`src/gpio_bank_pkg.sv`:
```
// Purpose: Constants shared by the I/O port bank design.
// Assumes: One 8-pin port, byte-wide data-memory access.
// Notes: Register indices sit on the internal data-memory bus.
package gpio_bank_pkg;
    localparam int DATA_W = 8;
    localparam int ADDR_W = 3;

    // Register indices
    localparam logic [2:0] REG_DATA = 3'h0;
    localparam logic [2:0] REG_DIR = 3'h1;
    localparam logic [2:0] REG_PULLUP = 3'h2;
    localparam logic [2:0] REG_WAKEUP = 3'h3;
    localparam logic [2:0] REG_PWR_SRC = 3'h4;
    localparam logic [2:0] REG_DRIVE = 3'h5;

    // Reset values
    localparam logic [7:0] DATA_RST = 8'hFF;
    localparam logic [7:0] DIR_RST = 8'hFF;
    localparam logic [7:0] PULLUP_RST = 8'h00;
    localparam logic [7:0] WAKEUP_RST = 8'h00;
    localparam logic [3:0] PWR_SRC_RST = 4'h0;
    localparam logic [7:0] DRIVE_RST = 8'h00;

    // Power source register layout
    localparam int PWR_SRC_W = 4;
    localparam int PWR_UPPER_LSB = 2;
    localparam int PWR_LOWER_LSB = 0;
    localparam int FIELD_W = 2;

    // Power source codes as written by software
    localparam logic [1:0] PSEL_MAIN_A = 2'h0;
    localparam logic [1:0] PSEL_MAIN_B = 2'h1;
    localparam logic [1:0] PSEL_AUX = 2'h2;
    localparam logic [1:0] PSEL_REG3V3 = 2'h3;

    // Supply actually routed to a pin
    typedef enum logic [1:0] {
        SUPPLY_MAIN,
        SUPPLY_AUX,
        SUPPLY_REG3V3
    } supply_t;

    // Drive level codes
    localparam logic [1:0] DRIVE_MIN = 2'h0;
    localparam logic [1:0] DRIVE_MAX = 2'h3;
endpackage

```
`src/gpio_port_bank.sv`:
```
// Purpose: One bidirectional I/O port with direction, pull-up, wake-up,
//          power source and drive level control.
// Assumes: Core uses a byte-wide data-memory bus, read data one cycle later.
// Notes: Analog pull-up, supply and drive are control outputs only.
// Functional notes
// - Direction 1 makes pin input, read live level
// - Direction 0 drives latch value push-pull
// - Output pin reads back latch, not pin
// - Output latch holds until rewritten
// - Per-pin pull-up enable, reset clear
// - Pull-up only for digital input or open-drain
// - Falling edge on enabled pin wakes core
// - Per-pin wake-up enable, reset clear
// - Wake-up only as GPIO input while sleeping
// - Upper power field selects first group supply
// - Lower power field, same codes, reset zero
// - Supply choice only for digital pins, debug excepted
// - Two-bit drive fields, min to max, reset zero
// - Unimplemented bits ignore writes, read zero
// - Direction bits reset to input
`timescale 1ns/100ps
`default_nettype none
module gpio_port_bank
    import gpio_bank_pkg::*;
#(
    parameter int PINS = 8,
    parameter logic [7:0] IMPL_MASK = 8'hFF,
    parameter logic [7:0] WAKE_MASK = 8'hFF,
    parameter logic [7:0] UPPER_GROUP = 8'hF0,
    parameter logic [7:0] LOWER_GROUP = 8'h0F,
    parameter logic [7:0] DEBUG_MASK = 8'h00
) (
    // Clock and reset
    input wire logic clock,
    input wire logic rst,
    // Data-memory access
    input wire logic [ADDR_W-1:0] addr,
    input wire logic wr_en,
    input wire logic rd_en,
    input wire logic [DATA_W-1:0] wdata,
    output logic [DATA_W-1:0] rdata,
    output logic rvalid,
    // Pin function and power state
    input wire logic [PINS-1:0] func_gpio,
    input wire logic [PINS-1:0] func_open_drain,
    input wire logic core_asleep,
    // Pins
    input wire logic [PINS-1:0] pin_in,
    output logic [PINS-1:0] pin_out,
    output logic [PINS-1:0] pin_oe,
    // Analog controls
    output logic [PINS-1:0] pullup_on,
    output logic [2*PINS-1:0] pin_supply,
    output logic [2*PINS-1:0] pin_drive,
    // Wake request
    output logic wake_req
);
    logic [PINS-1:0] latch_q;
    logic [PINS-1:0] dir_q;
    logic [PINS-1:0] pullup_q;
    logic [PINS-1:0] wakeup_q;
    logic [PWR_SRC_W-1:0] pwr_src_q;
    logic [DATA_W-1:0] drive_q;
    logic [DATA_W-1:0] rdata_q;
    logic rvalid_q;
    logic wake_q;
    logic [PINS-1:0] pin_level;
    logic [PINS-1:0] pin_fall;
    logic [PINS-1:0] wake_arm;
    logic [PINS-1:0] port_read;
    logic [DATA_W-1:0] rd_mux;
    logic [PINS-1:0] impl;
    logic [PINS-1:0] wimpl;

    assign impl = IMPL_MASK[PINS-1:0];
    assign wimpl = WAKE_MASK[PINS-1:0] & impl;

    // Output latch
    always_ff @(posedge clock or posedge rst) begin
        if (rst) begin
            latch_q <= DATA_RST[PINS-1:0];
        end else if (wr_en && addr == REG_DATA) begin
            latch_q <= wdata[PINS-1:0] & impl;
        end
    end

    // Direction
    always_ff @(posedge clock or posedge rst) begin
        if (rst) begin
            dir_q <= DIR_RST[PINS-1:0];
        end else if (wr_en && addr == REG_DIR) begin
            dir_q <= wdata[PINS-1:0] & impl;
        end
    end

    // Pull-up enables
    always_ff @(posedge clock or posedge rst) begin
        if (rst) begin
            pullup_q <= PULLUP_RST[PINS-1:0];
        end else if (wr_en && addr == REG_PULLUP) begin
            pullup_q <= wdata[PINS-1:0] & impl;
        end
    end

    // Wake-up enables
    always_ff @(posedge clock or posedge rst) begin
        if (rst) begin
            wakeup_q <= WAKEUP_RST[PINS-1:0];
        end else if (wr_en && addr == REG_WAKEUP) begin
            wakeup_q <= wdata[PINS-1:0] & wimpl;
        end
    end

    // Power source select
    always_ff @(posedge clock or posedge rst) begin
        if (rst) begin
            pwr_src_q <= PWR_SRC_RST;
        end else if (wr_en && addr == REG_PWR_SRC) begin
            pwr_src_q <= wdata[PWR_SRC_W-1:0];
        end
    end

    // Drive level select
    always_ff @(posedge clock or posedge rst) begin
        if (rst) begin
            drive_q <= DRIVE_RST;
        end else if (wr_en && addr == REG_DRIVE) begin
            drive_q <= wdata;
        end
    end

    // Inputs pass a two-flop synchroniser; read level lags the pin two clocks
    pin_fall_detect #(
        .WIDTH(PINS)
    ) u_fall (
        .clock(clock),
        .rst(rst),
        .pin_raw(pin_in),
        .arm(wake_arm),
        .level(pin_level),
        .fall(pin_fall)
    );

    // Input pins show live level, outputs show the latch
    assign port_read = (dir_q & pin_level) | (~dir_q & latch_q);

    always_comb begin
        rd_mux = '0;
        case (addr)
            REG_DATA: rd_mux[PINS-1:0] = port_read & impl;
            REG_DIR: rd_mux[PINS-1:0] = dir_q;
            REG_PULLUP: rd_mux[PINS-1:0] = pullup_q;
            REG_WAKEUP: rd_mux[PINS-1:0] = wakeup_q;
            REG_PWR_SRC: rd_mux[PWR_SRC_W-1:0] = pwr_src_q;
            REG_DRIVE: rd_mux = drive_q;
            default: rd_mux = '0;
        endcase
    end

    // Registered read data, one cycle after the strobe
    always_ff @(posedge clock or posedge rst) begin
        if (rst) begin
            rdata_q <= '0;
            rvalid_q <= 1'b0;
        end else begin
            rvalid_q <= rd_en;
            if (rd_en) begin
                rdata_q <= rd_mux;
            end
        end
    end

    assign rdata = rdata_q;
    assign rvalid = rvalid_q;

    // Wake detection is armed only as GPIO input during sleep
    assign wake_arm = wakeup_q & dir_q & func_gpio & {PINS{core_asleep}};

    always_ff @(posedge clock or posedge rst) begin
        if (rst) begin
            wake_q <= 1'b0;
        end else begin
            wake_q <= |pin_fall;
        end
    end

    assign wake_req = wake_q;

    // Map a written power code to the supply
    function automatic supply_t decode_supply(input logic [1:0] code);
        supply_t s;
        s = SUPPLY_MAIN;
        case (code)
            PSEL_MAIN_A: s = SUPPLY_MAIN;
            PSEL_MAIN_B: s = SUPPLY_MAIN;
            PSEL_AUX: s = SUPPLY_AUX;
            PSEL_REG3V3: s = SUPPLY_REG3V3;
            default: s = SUPPLY_MAIN;
        endcase
        return s;
    endfunction

    supply_t upper_supply;
    supply_t lower_supply;

    assign upper_supply = decode_supply(pwr_src_q[PWR_UPPER_LSB +: FIELD_W]);
    assign lower_supply = decode_supply(pwr_src_q[PWR_LOWER_LSB +: FIELD_W]);

    genvar i;
    generate
        for (i = 0; i < PINS; i++) begin : g_pin
            logic digital;
            logic upper_sel;
            logic lower_sel;

            assign digital = func_gpio[i] | DEBUG_MASK[i];
            assign upper_sel = UPPER_GROUP[i] & impl[i] & digital;
            assign lower_sel = LOWER_GROUP[i] & impl[i] & digital;

            // Push-pull drive of the latch when an output
            assign pin_out[i] = latch_q[i];
            assign pin_oe[i] = ~dir_q[i] & func_gpio[i] & impl[i];

            // Pull-up on only for a GPIO input or an open-drain pin, even if it drives
            assign pullup_on[i] = pullup_q[i] &
                ((func_gpio[i] & dir_q[i]) | func_open_drain[i]);

            always_comb begin
                if (upper_sel) begin
                    pin_supply[2*i +: 2] = upper_supply;
                end else if (lower_sel) begin
                    pin_supply[2*i +: 2] = lower_supply;
                end else begin
                    pin_supply[2*i +: 2] = SUPPLY_MAIN;
                end
            end

            // Field i/2 drives pins 2k and 2k+1
            assign pin_drive[2*i +: 2] = impl[i] ?
                drive_q[2*(i/2) +: 2] : DRIVE_MIN;
        end
    endgenerate
endmodule
`default_nettype wire

```
`src/pin_fall_detect.sv`:
```
// Purpose: Synchronise pin levels and flag qualified falling edges.
// Assumes: Pins are asynchronous to clock.
// Notes: First flop stage feeds only the second stage.
`timescale 1ns/100ps
`default_nettype none
module pin_fall_detect #(
    parameter int WIDTH = 8
) (
    // Clock and reset
    input wire logic clock,
    input wire logic rst,
    // Pins and qualifier
    input wire logic [WIDTH-1:0] pin_raw,
    input wire logic [WIDTH-1:0] arm,
    // Results
    output logic [WIDTH-1:0] level,
    output logic [WIDTH-1:0] fall
);
    logic [WIDTH-1:0] meta_q;
    logic [WIDTH-1:0] sync_q;
    logic [WIDTH-1:0] prev_q;
    logic [WIDTH-1:0] fall_q;

    // Reset high, so a pin already low gives one edge after reset if armed
    always_ff @(posedge clock or posedge rst) begin
        if (rst) begin
            meta_q <= '1;
            sync_q <= '1;
            prev_q <= '1;
        end else begin
            meta_q <= pin_raw;
            sync_q <= meta_q;
            prev_q <= sync_q;
        end
    end

    // One pulse per edge, only while armed
    always_ff @(posedge clock or posedge rst) begin
        if (rst) begin
            fall_q <= '0;
        end else begin
            fall_q <= prev_q & ~sync_q & arm;
        end
    end

    assign level = sync_q;
    assign fall = fall_q;
endmodule
`default_nettype wire
```
`config.mk`:
```
export PLATFORM = sky130hd
export DESIGN_NAME = gpio_port_bank
export DESIGN_NICKNAME = d
export VERILOG_FILES = /design/src/gpio_bank_pkg.sv /design/src/gpio_port_bank.sv /design/src/pin_fall_detect.sv
export SDC_FILE = /design/constraint.sdc
export NUM_CORES = 1
export LEC_CHECK = 0
export ABC_AREA = 1
export BUFFER_PORTS_ARGS = -buffer_cell sky130_fd_sc_hd__buf_2
export CAP_MARGIN = 20
export CORE_MARGIN = 3
export CORE_UTILIZATION = 45
export DETAILED_ROUTE_END_ITERATION = 10
export PLACE_DENSITY = 0.78
export SYNTH_ARGS = -nofsm -noshare
export SYNTH_HDL_FRONTEND = slang
export SYNTH_HIERARCHICAL = 1
export SYNTH_SLANG_ARGS = --single-unit
```
`constraint.sdc`:
```
create_clock -name clock -period 1.8 [get_ports clock]
set_input_delay 0.36 -clock clock [delete_from_list [all_inputs] [get_ports clock]]
set_output_delay 0.36 -clock clock [all_outputs]
set_load 0.01 [all_outputs]
```
[Word level (Yosys, flattened, before mapping)]
Cells that the tools add are included.
Operators by class
  eq/ne operators: 11
  multiplexer cells: 12
  bitwise gates (word level): 50
  reductions and logical operators: 12
Operators with widths (number)
  $and A8 B8 Y8: 7
  $and A1 B1 Y1: 24
  $pmux W4 S6: 1
  $pmux W4 S5: 1
  $mux W2: 8
  $not A8 Y8: 2
  $pmux W2 S3: 2
  $eq A2 B2 Y1 const B: 4
  $not A1 Y1: 8
  $or A1 B1 Y1: 8
  $or A8 B8 Y8: 1
  $reduce_or A8 Y1: 1
  $eq A3 B2 Y1 const B: 2
  $eq A3 B3 Y1 const B: 2
  $logic_and A1 B1 Y1: 6
  $eq A2 B1 Y1 const B: 2
  $logic_not A2 Y1: 2
  $reduce_or A2 Y1: 2
  $eq A3 B1 Y1 const B: 1
  $logic_not A3 Y1: 1
Storage, ports and cells
  register bits after elaboration: 86
  bits of input ports: 40
  output and inout bits: 66
  word-level logic and storage cells: 98

[Logic depth before layout (Yosys ltp)]
  depth after elaboration: 4
  mapped depth: 9
  mapped depth without buffers: 7

[Hierarchy]
Netlist, hierarchy kept.
By module, submodules not included
  gpio_port_bank: times used 1, cells an instance 389, area each 3010.4 µm², sequential area each 1371.3 µm²
  pin_fall_detect: times used 1, cells an instance 49, area each 914.6 µm², sequential area each 830.8 µm²

[Worst setup path before layout]
No wires, ideal clock.
  kind: reg2out
  start: register dir_q[3]
  end: output pullup_on[3]
  arrival: 898 ps
  data required time: 1440 ps
  path slack: 542 ps
  cell stages (with the launch flop): 3
  path buffers: 0
  cell sequence: dfstp_2 > nand2_1 > a21boi_0
Between the ends
  cells in the longest elaborated chain, start to end: 3
Ends and longest elaborated chain
  from (decl): line gpio_port_bank.sv:59  | logic [PINS-1:0] dir_q;
  from (signal assigned): line gpio_port_bank.sv:90  | dir_q <= DIR_RST[PINS-1:0];
  from (signal assigned): line gpio_port_bank.sv:92  | dir_q <= wdata[PINS-1:0] & impl;
  $and A1 B1 Y1: line gpio_port_bank.sv:226  | ((func_gpio[i] & dir_q[i]) | func_open_drain[i]);
  $or A1 B1 Y1: line gpio_port_bank.sv:226
  $and A1 B1 Y1: line gpio_port_bank.sv:225  | assign pullup_on[i] = pullup_q[i] &
  to (decl): line gpio_port_bank.sv:52  | output logic [PINS-1:0] pullup_on,
No other way between the ends.

[Final worst setup path]
  start: register dir_q[4]
  end: output pullup_on[4]
Same word-level chain as after synthesis.

==> impl_summary.md <==
Floorplan
The number of top-level design ports is 106. The width of the chip is 99.40 µm. The overall die area is 9879 µm².

The effective utilization at floorplan is 47.06%. The number of cell rows is 33. The floorplan step defined a core boundary enclosing 8341 µm². Measured along the y axis, the die boundary spans 99.40 µm.

Yosys
After synthesis, the share of cell area in mux cells is 0%. The share of flip-flops with an asynchronous set or reset after synthesis is 100.0%. Synthesis produced a netlist whose cell count is 438. Yosys printed 6 warnings. In the synthesized netlist, the cells that appear most often are sky130_fd_sc_hd__nand2_1, sky130_fd_sc_hd__nor2_1, sky130_fd_sc_hd__dfrtp_1. By area the synthesized netlist is led by sky130_fd_sc_hd__dfrtp_1, sky130_fd_sc_hd__dfstp_2, sky130_fd_sc_hd__nand2_1. The synthesized netlist devotes 25.95% of its cell area to simple gates. The fraction of the mapped netlist area in adder cells is 0%. Synthesis inferred 86 register bits. The post-synth net total is 478. The mapped netlist covers 3925 µm². By area, the combinational part of the netlist is dominated by simple AND/OR/NAND/NOR gates. The sequential-to-total area share from yosys stat is 56.10%. Among all cell types in the netlist, the one instantiated most often is sky130_fd_sc_hd__nand2_1.

The top flip-flop cell by instance count after synthesis is sky130_fd_sc_hd__dfrtp_1. The synthesized-area fraction occupied by ao, oa, aoi and oai cells is 9.691%. After synthesis, the largest area contributor takes up 29.33% of total cell area. The post-synthesis average cell area is 8.961 µm². The number of synthesized flops with an enable pin is 0.

Counting distinct cell types in the post-synthesis netlist gives 26. The leading area contributor after synthesis is sky130_fd_sc_hd__dfrtp_1. After Yosys synthesis, XOR and XNOR cells account for 0% of the synthesized area.

Flow run
Max-cap violations in this run came to 0.

Status
The flow ran to the end, and the final reports show no timing, DRC or antenna violations.

Final layout
The final layout contains 583 nets. Cells fill 56.11% of the core in the end. The count of fill cells added during filler insertion is 756.

Summing all flip-flop and latch instances after layout gives 2202 µm². The area added between synthesis and finish is 19.22%. The share of final-layout standard cells stronger than drive strength 1 is 37.66%. The repair_antennas step left the layout with diodes totalling 0.

Once layout is done, the placed cells without fillers occupy 4679 µm². The area of the multi-input gates is 1399 µm².

Route
The final wirelength is 9942 µm. The count of antenna-violating nets left after detailed routing is 0. Dividing the detail-routed wire length by the instance count gives 15.25 µm.

The detailed router finished its first iteration with 197 violations. The total iterations of the first detailed-routing run is 5. After detailed routing, the number of remaining DRC violations is 0. Using the TritonRoute via totals, the vias-per-cell ratio works out to 5.248. Across all layers, the routed design uses 3,422 vias.

STA
The total of endpoints with negative setup slack in the final report is 0. The count of final max-slew check failures is 0. Setup repair after global routing left no endpoint under its margin. In the final timing run, aggregate negative setup slack is 0 ns.

Setup slack on the critical path of the routed design comes to 0.05101 ns. The total count of hold-check failures in the final report was 0. The routed design could run at a clock period as short as 1.749 ns. The highest attainable clock frequency is 0.5718 GHz.

Of the available clock period, the critical path in the final layout requires 97.17%. The worst relative slew slack is 74.27%. The worst-margin pin slew is 0.3845 ns. The final clock skew is 0.01284 ns.

Clock network
The number of buffers added to fix hold violations after cts is 0. TritonCTS built the clock tree. The number of clock sinks is 86. Counting the buffers created by CTS gives 9. The number of H-tree branching levels is 3. The clock latency at the later pin of the worst-skew pair is 0.35 ns. The clock passes through at most 2 buffers. Clock-pin slew was measured on the worst setup and hold paths at 0.08 ns.

The cell at the root of the clock tree is sky130_fd_sc_hd__clkbuf_8.

Place
The number of input and output port buffers inserted is 105. The last weighted congestion value of the routability-driven placer is 0.9142. The worst setup slack before clock tree synthesis is 0.2734 ns. The HPWL reported at the end of detailed placement is 7632 µm.

The area after detailed placement is 4476 µm².

Power and ir drop
In this run the static leakage power is 2.410 nW. In this run the power density over the cells is 992.3 nW/µm². The total power of the final layout is 4.644 mW.

The maximum VDD drop is 427.7 µV.

Setup path
The critical path starts at dir_q[4]. The count of cells along the worst register-to-register path is 6. The endpoint identified for the worst register-to-register timing path is rdata[3]. The startpoint of the most critical register-to-register path is dir_q[3]. The data required time of the critical path is 1.44 ns. Of all nets on the critical path, the largest fanout is 3.

The category of the worst setup path capture point is a primary output. The worst setup path is launched from a flip-flop. STA puts the critical path data arrival time at 1.39 ns.

The category of the most critical setup path is reg -> out. The worst setup slack for register-to-register paths is 0.56 ns.

GRT
The total grt overflow is 0. The number of global-route vias before repair is 3,298. The initial antenna violation count is 0.

The largest net degree at the start of global routing is 55. The first global-routing pass estimated 16,110 µm of wire. Global routing used 20.83% of the available tracks.

Hold path
The type of the most critical hold path is in -> async.
logic make-up after synthesis:
logic type / count (synthesis)
AOI/OAI and AO/OA: 62
and+or+nand+nor: 225
DFF: 86
buffers and inverters: 65
power breakdown:
| group | internal (mW) | switching, mW |
|---|---|---|
| combinational | 0.401 | 0.594 |
| sequential | 2.25 | 0.244 |
| clock | 0.498 | 0.657 |
worst max-delay path: stages, from the launching register on:
cell and delay [ns]:
sky130_fd_sc_hd__dfstp_2 0.56, sky130_fd_sc_hd__nand2_1 0.13, sky130_fd_sc_hd__a21boi_0 0.19, sky130_fd_sc_hd__buf_2 0.16
what timing repair did:
action,4_1_cts,5_1_grt
endpoints found under the setup margin,0,5
gates resized for setup,0,1
buffers inserted,0,5
cell type report:
cell class / count / area share, %
repair buffers: 115 / 13.10
clock inverters: 5 / 0.8289
multi-input cells: 287 / 29.89
flip-flops and latches: 86 / 47.06
clock buffers: 10 / 2.727
well taps: 105 / 2.807
inverters: 44 / 3.583
per-stage QoR:
| step | hold WS, ns | cells |
|---|---|---|
| 2_1_floorplan | 0.3452 | 438 |
| 4_1_cts | 0.05335 | 647 |
| 6_report | 0.05884 | 652 |
| 5_1_grt | 0.06258 | 652 |
| 3_3_place_gp | 0.3463 | 632 |
| 3_5_place_dp | 0.3470 | 632 |
cells in the final DEF, fill, tap and decap left out:
cell type / count
sky130_fd_sc_hd__a21boi_0: 6
sky130_fd_sc_hd__a21boi_1: 1
sky130_fd_sc_hd__a21oi_1: 3
sky130_fd_sc_hd__buf_12: 1
sky130_fd_sc_hd__buf_2: 105
sky130_fd_sc_hd__buf_4: 9
sky130_fd_sc_hd__clkbuf_1: 1
sky130_fd_sc_hd__clkbuf_8: 9
sky130_fd_sc_hd__clkinv_2: 1
sky130_fd_sc_hd__clkinv_4: 3
sky130_fd_sc_hd__clkinvlp_4: 1
sky130_fd_sc_hd__dfrtp_1: 46
sky130_fd_sc_hd__dfstp_2: 40
sky130_fd_sc_hd__inv_1: 40
sky130_fd_sc_hd__inv_2: 3
sky130_fd_sc_hd__inv_4: 1
sky130_fd_sc_hd__nand2_1: 114
sky130_fd_sc_hd__nand2_2: 3
sky130_fd_sc_hd__nand2_4: 2
sky130_fd_sc_hd__nand3_1: 20
sky130_fd_sc_hd__nand3_4: 1
sky130_fd_sc_hd__nand4_1: 19
sky130_fd_sc_hd__nand4_4: 1
sky130_fd_sc_hd__nor2_1: 49
sky130_fd_sc_hd__nor2_2: 10
sky130_fd_sc_hd__nor2_4: 2
sky130_fd_sc_hd__nor3_1: 2
sky130_fd_sc_hd__nor4_1: 2
sky130_fd_sc_hd__o21ai_0: 28
sky130_fd_sc_hd__o21ai_1: 10
sky130_fd_sc_hd__o21ai_2: 14
worst max-delay path by stage:
stage	to	slack, ns	depth (start not counted)
after floorplan	drive_q[0]	0.15	1
after CTS	pullup_on[4]	0.009	3
final	pullup_on[4]	0.05	3
after global routing	pullup_on[6]	0.002	3
after global placement	drive_q[7]	0.37	6
after detailed placement	dir_q[2]	0.27	6
layer usage:
| metal | routed length (µm) | GRT usage, % | vias to the layer above |
|---|---|---|---|
| li1 | - | - | 1611 |
| met1 | 4017 | 25.66 | 1617 |
| met2 | 4810 | 34.61 | 176 |
| met3 | 910 | 5.891 | 18 |
| met4 | 204 | 8.403 | 0 |
| met5 | 0 | 0 | - |
(Power assumes the default switching activity.)
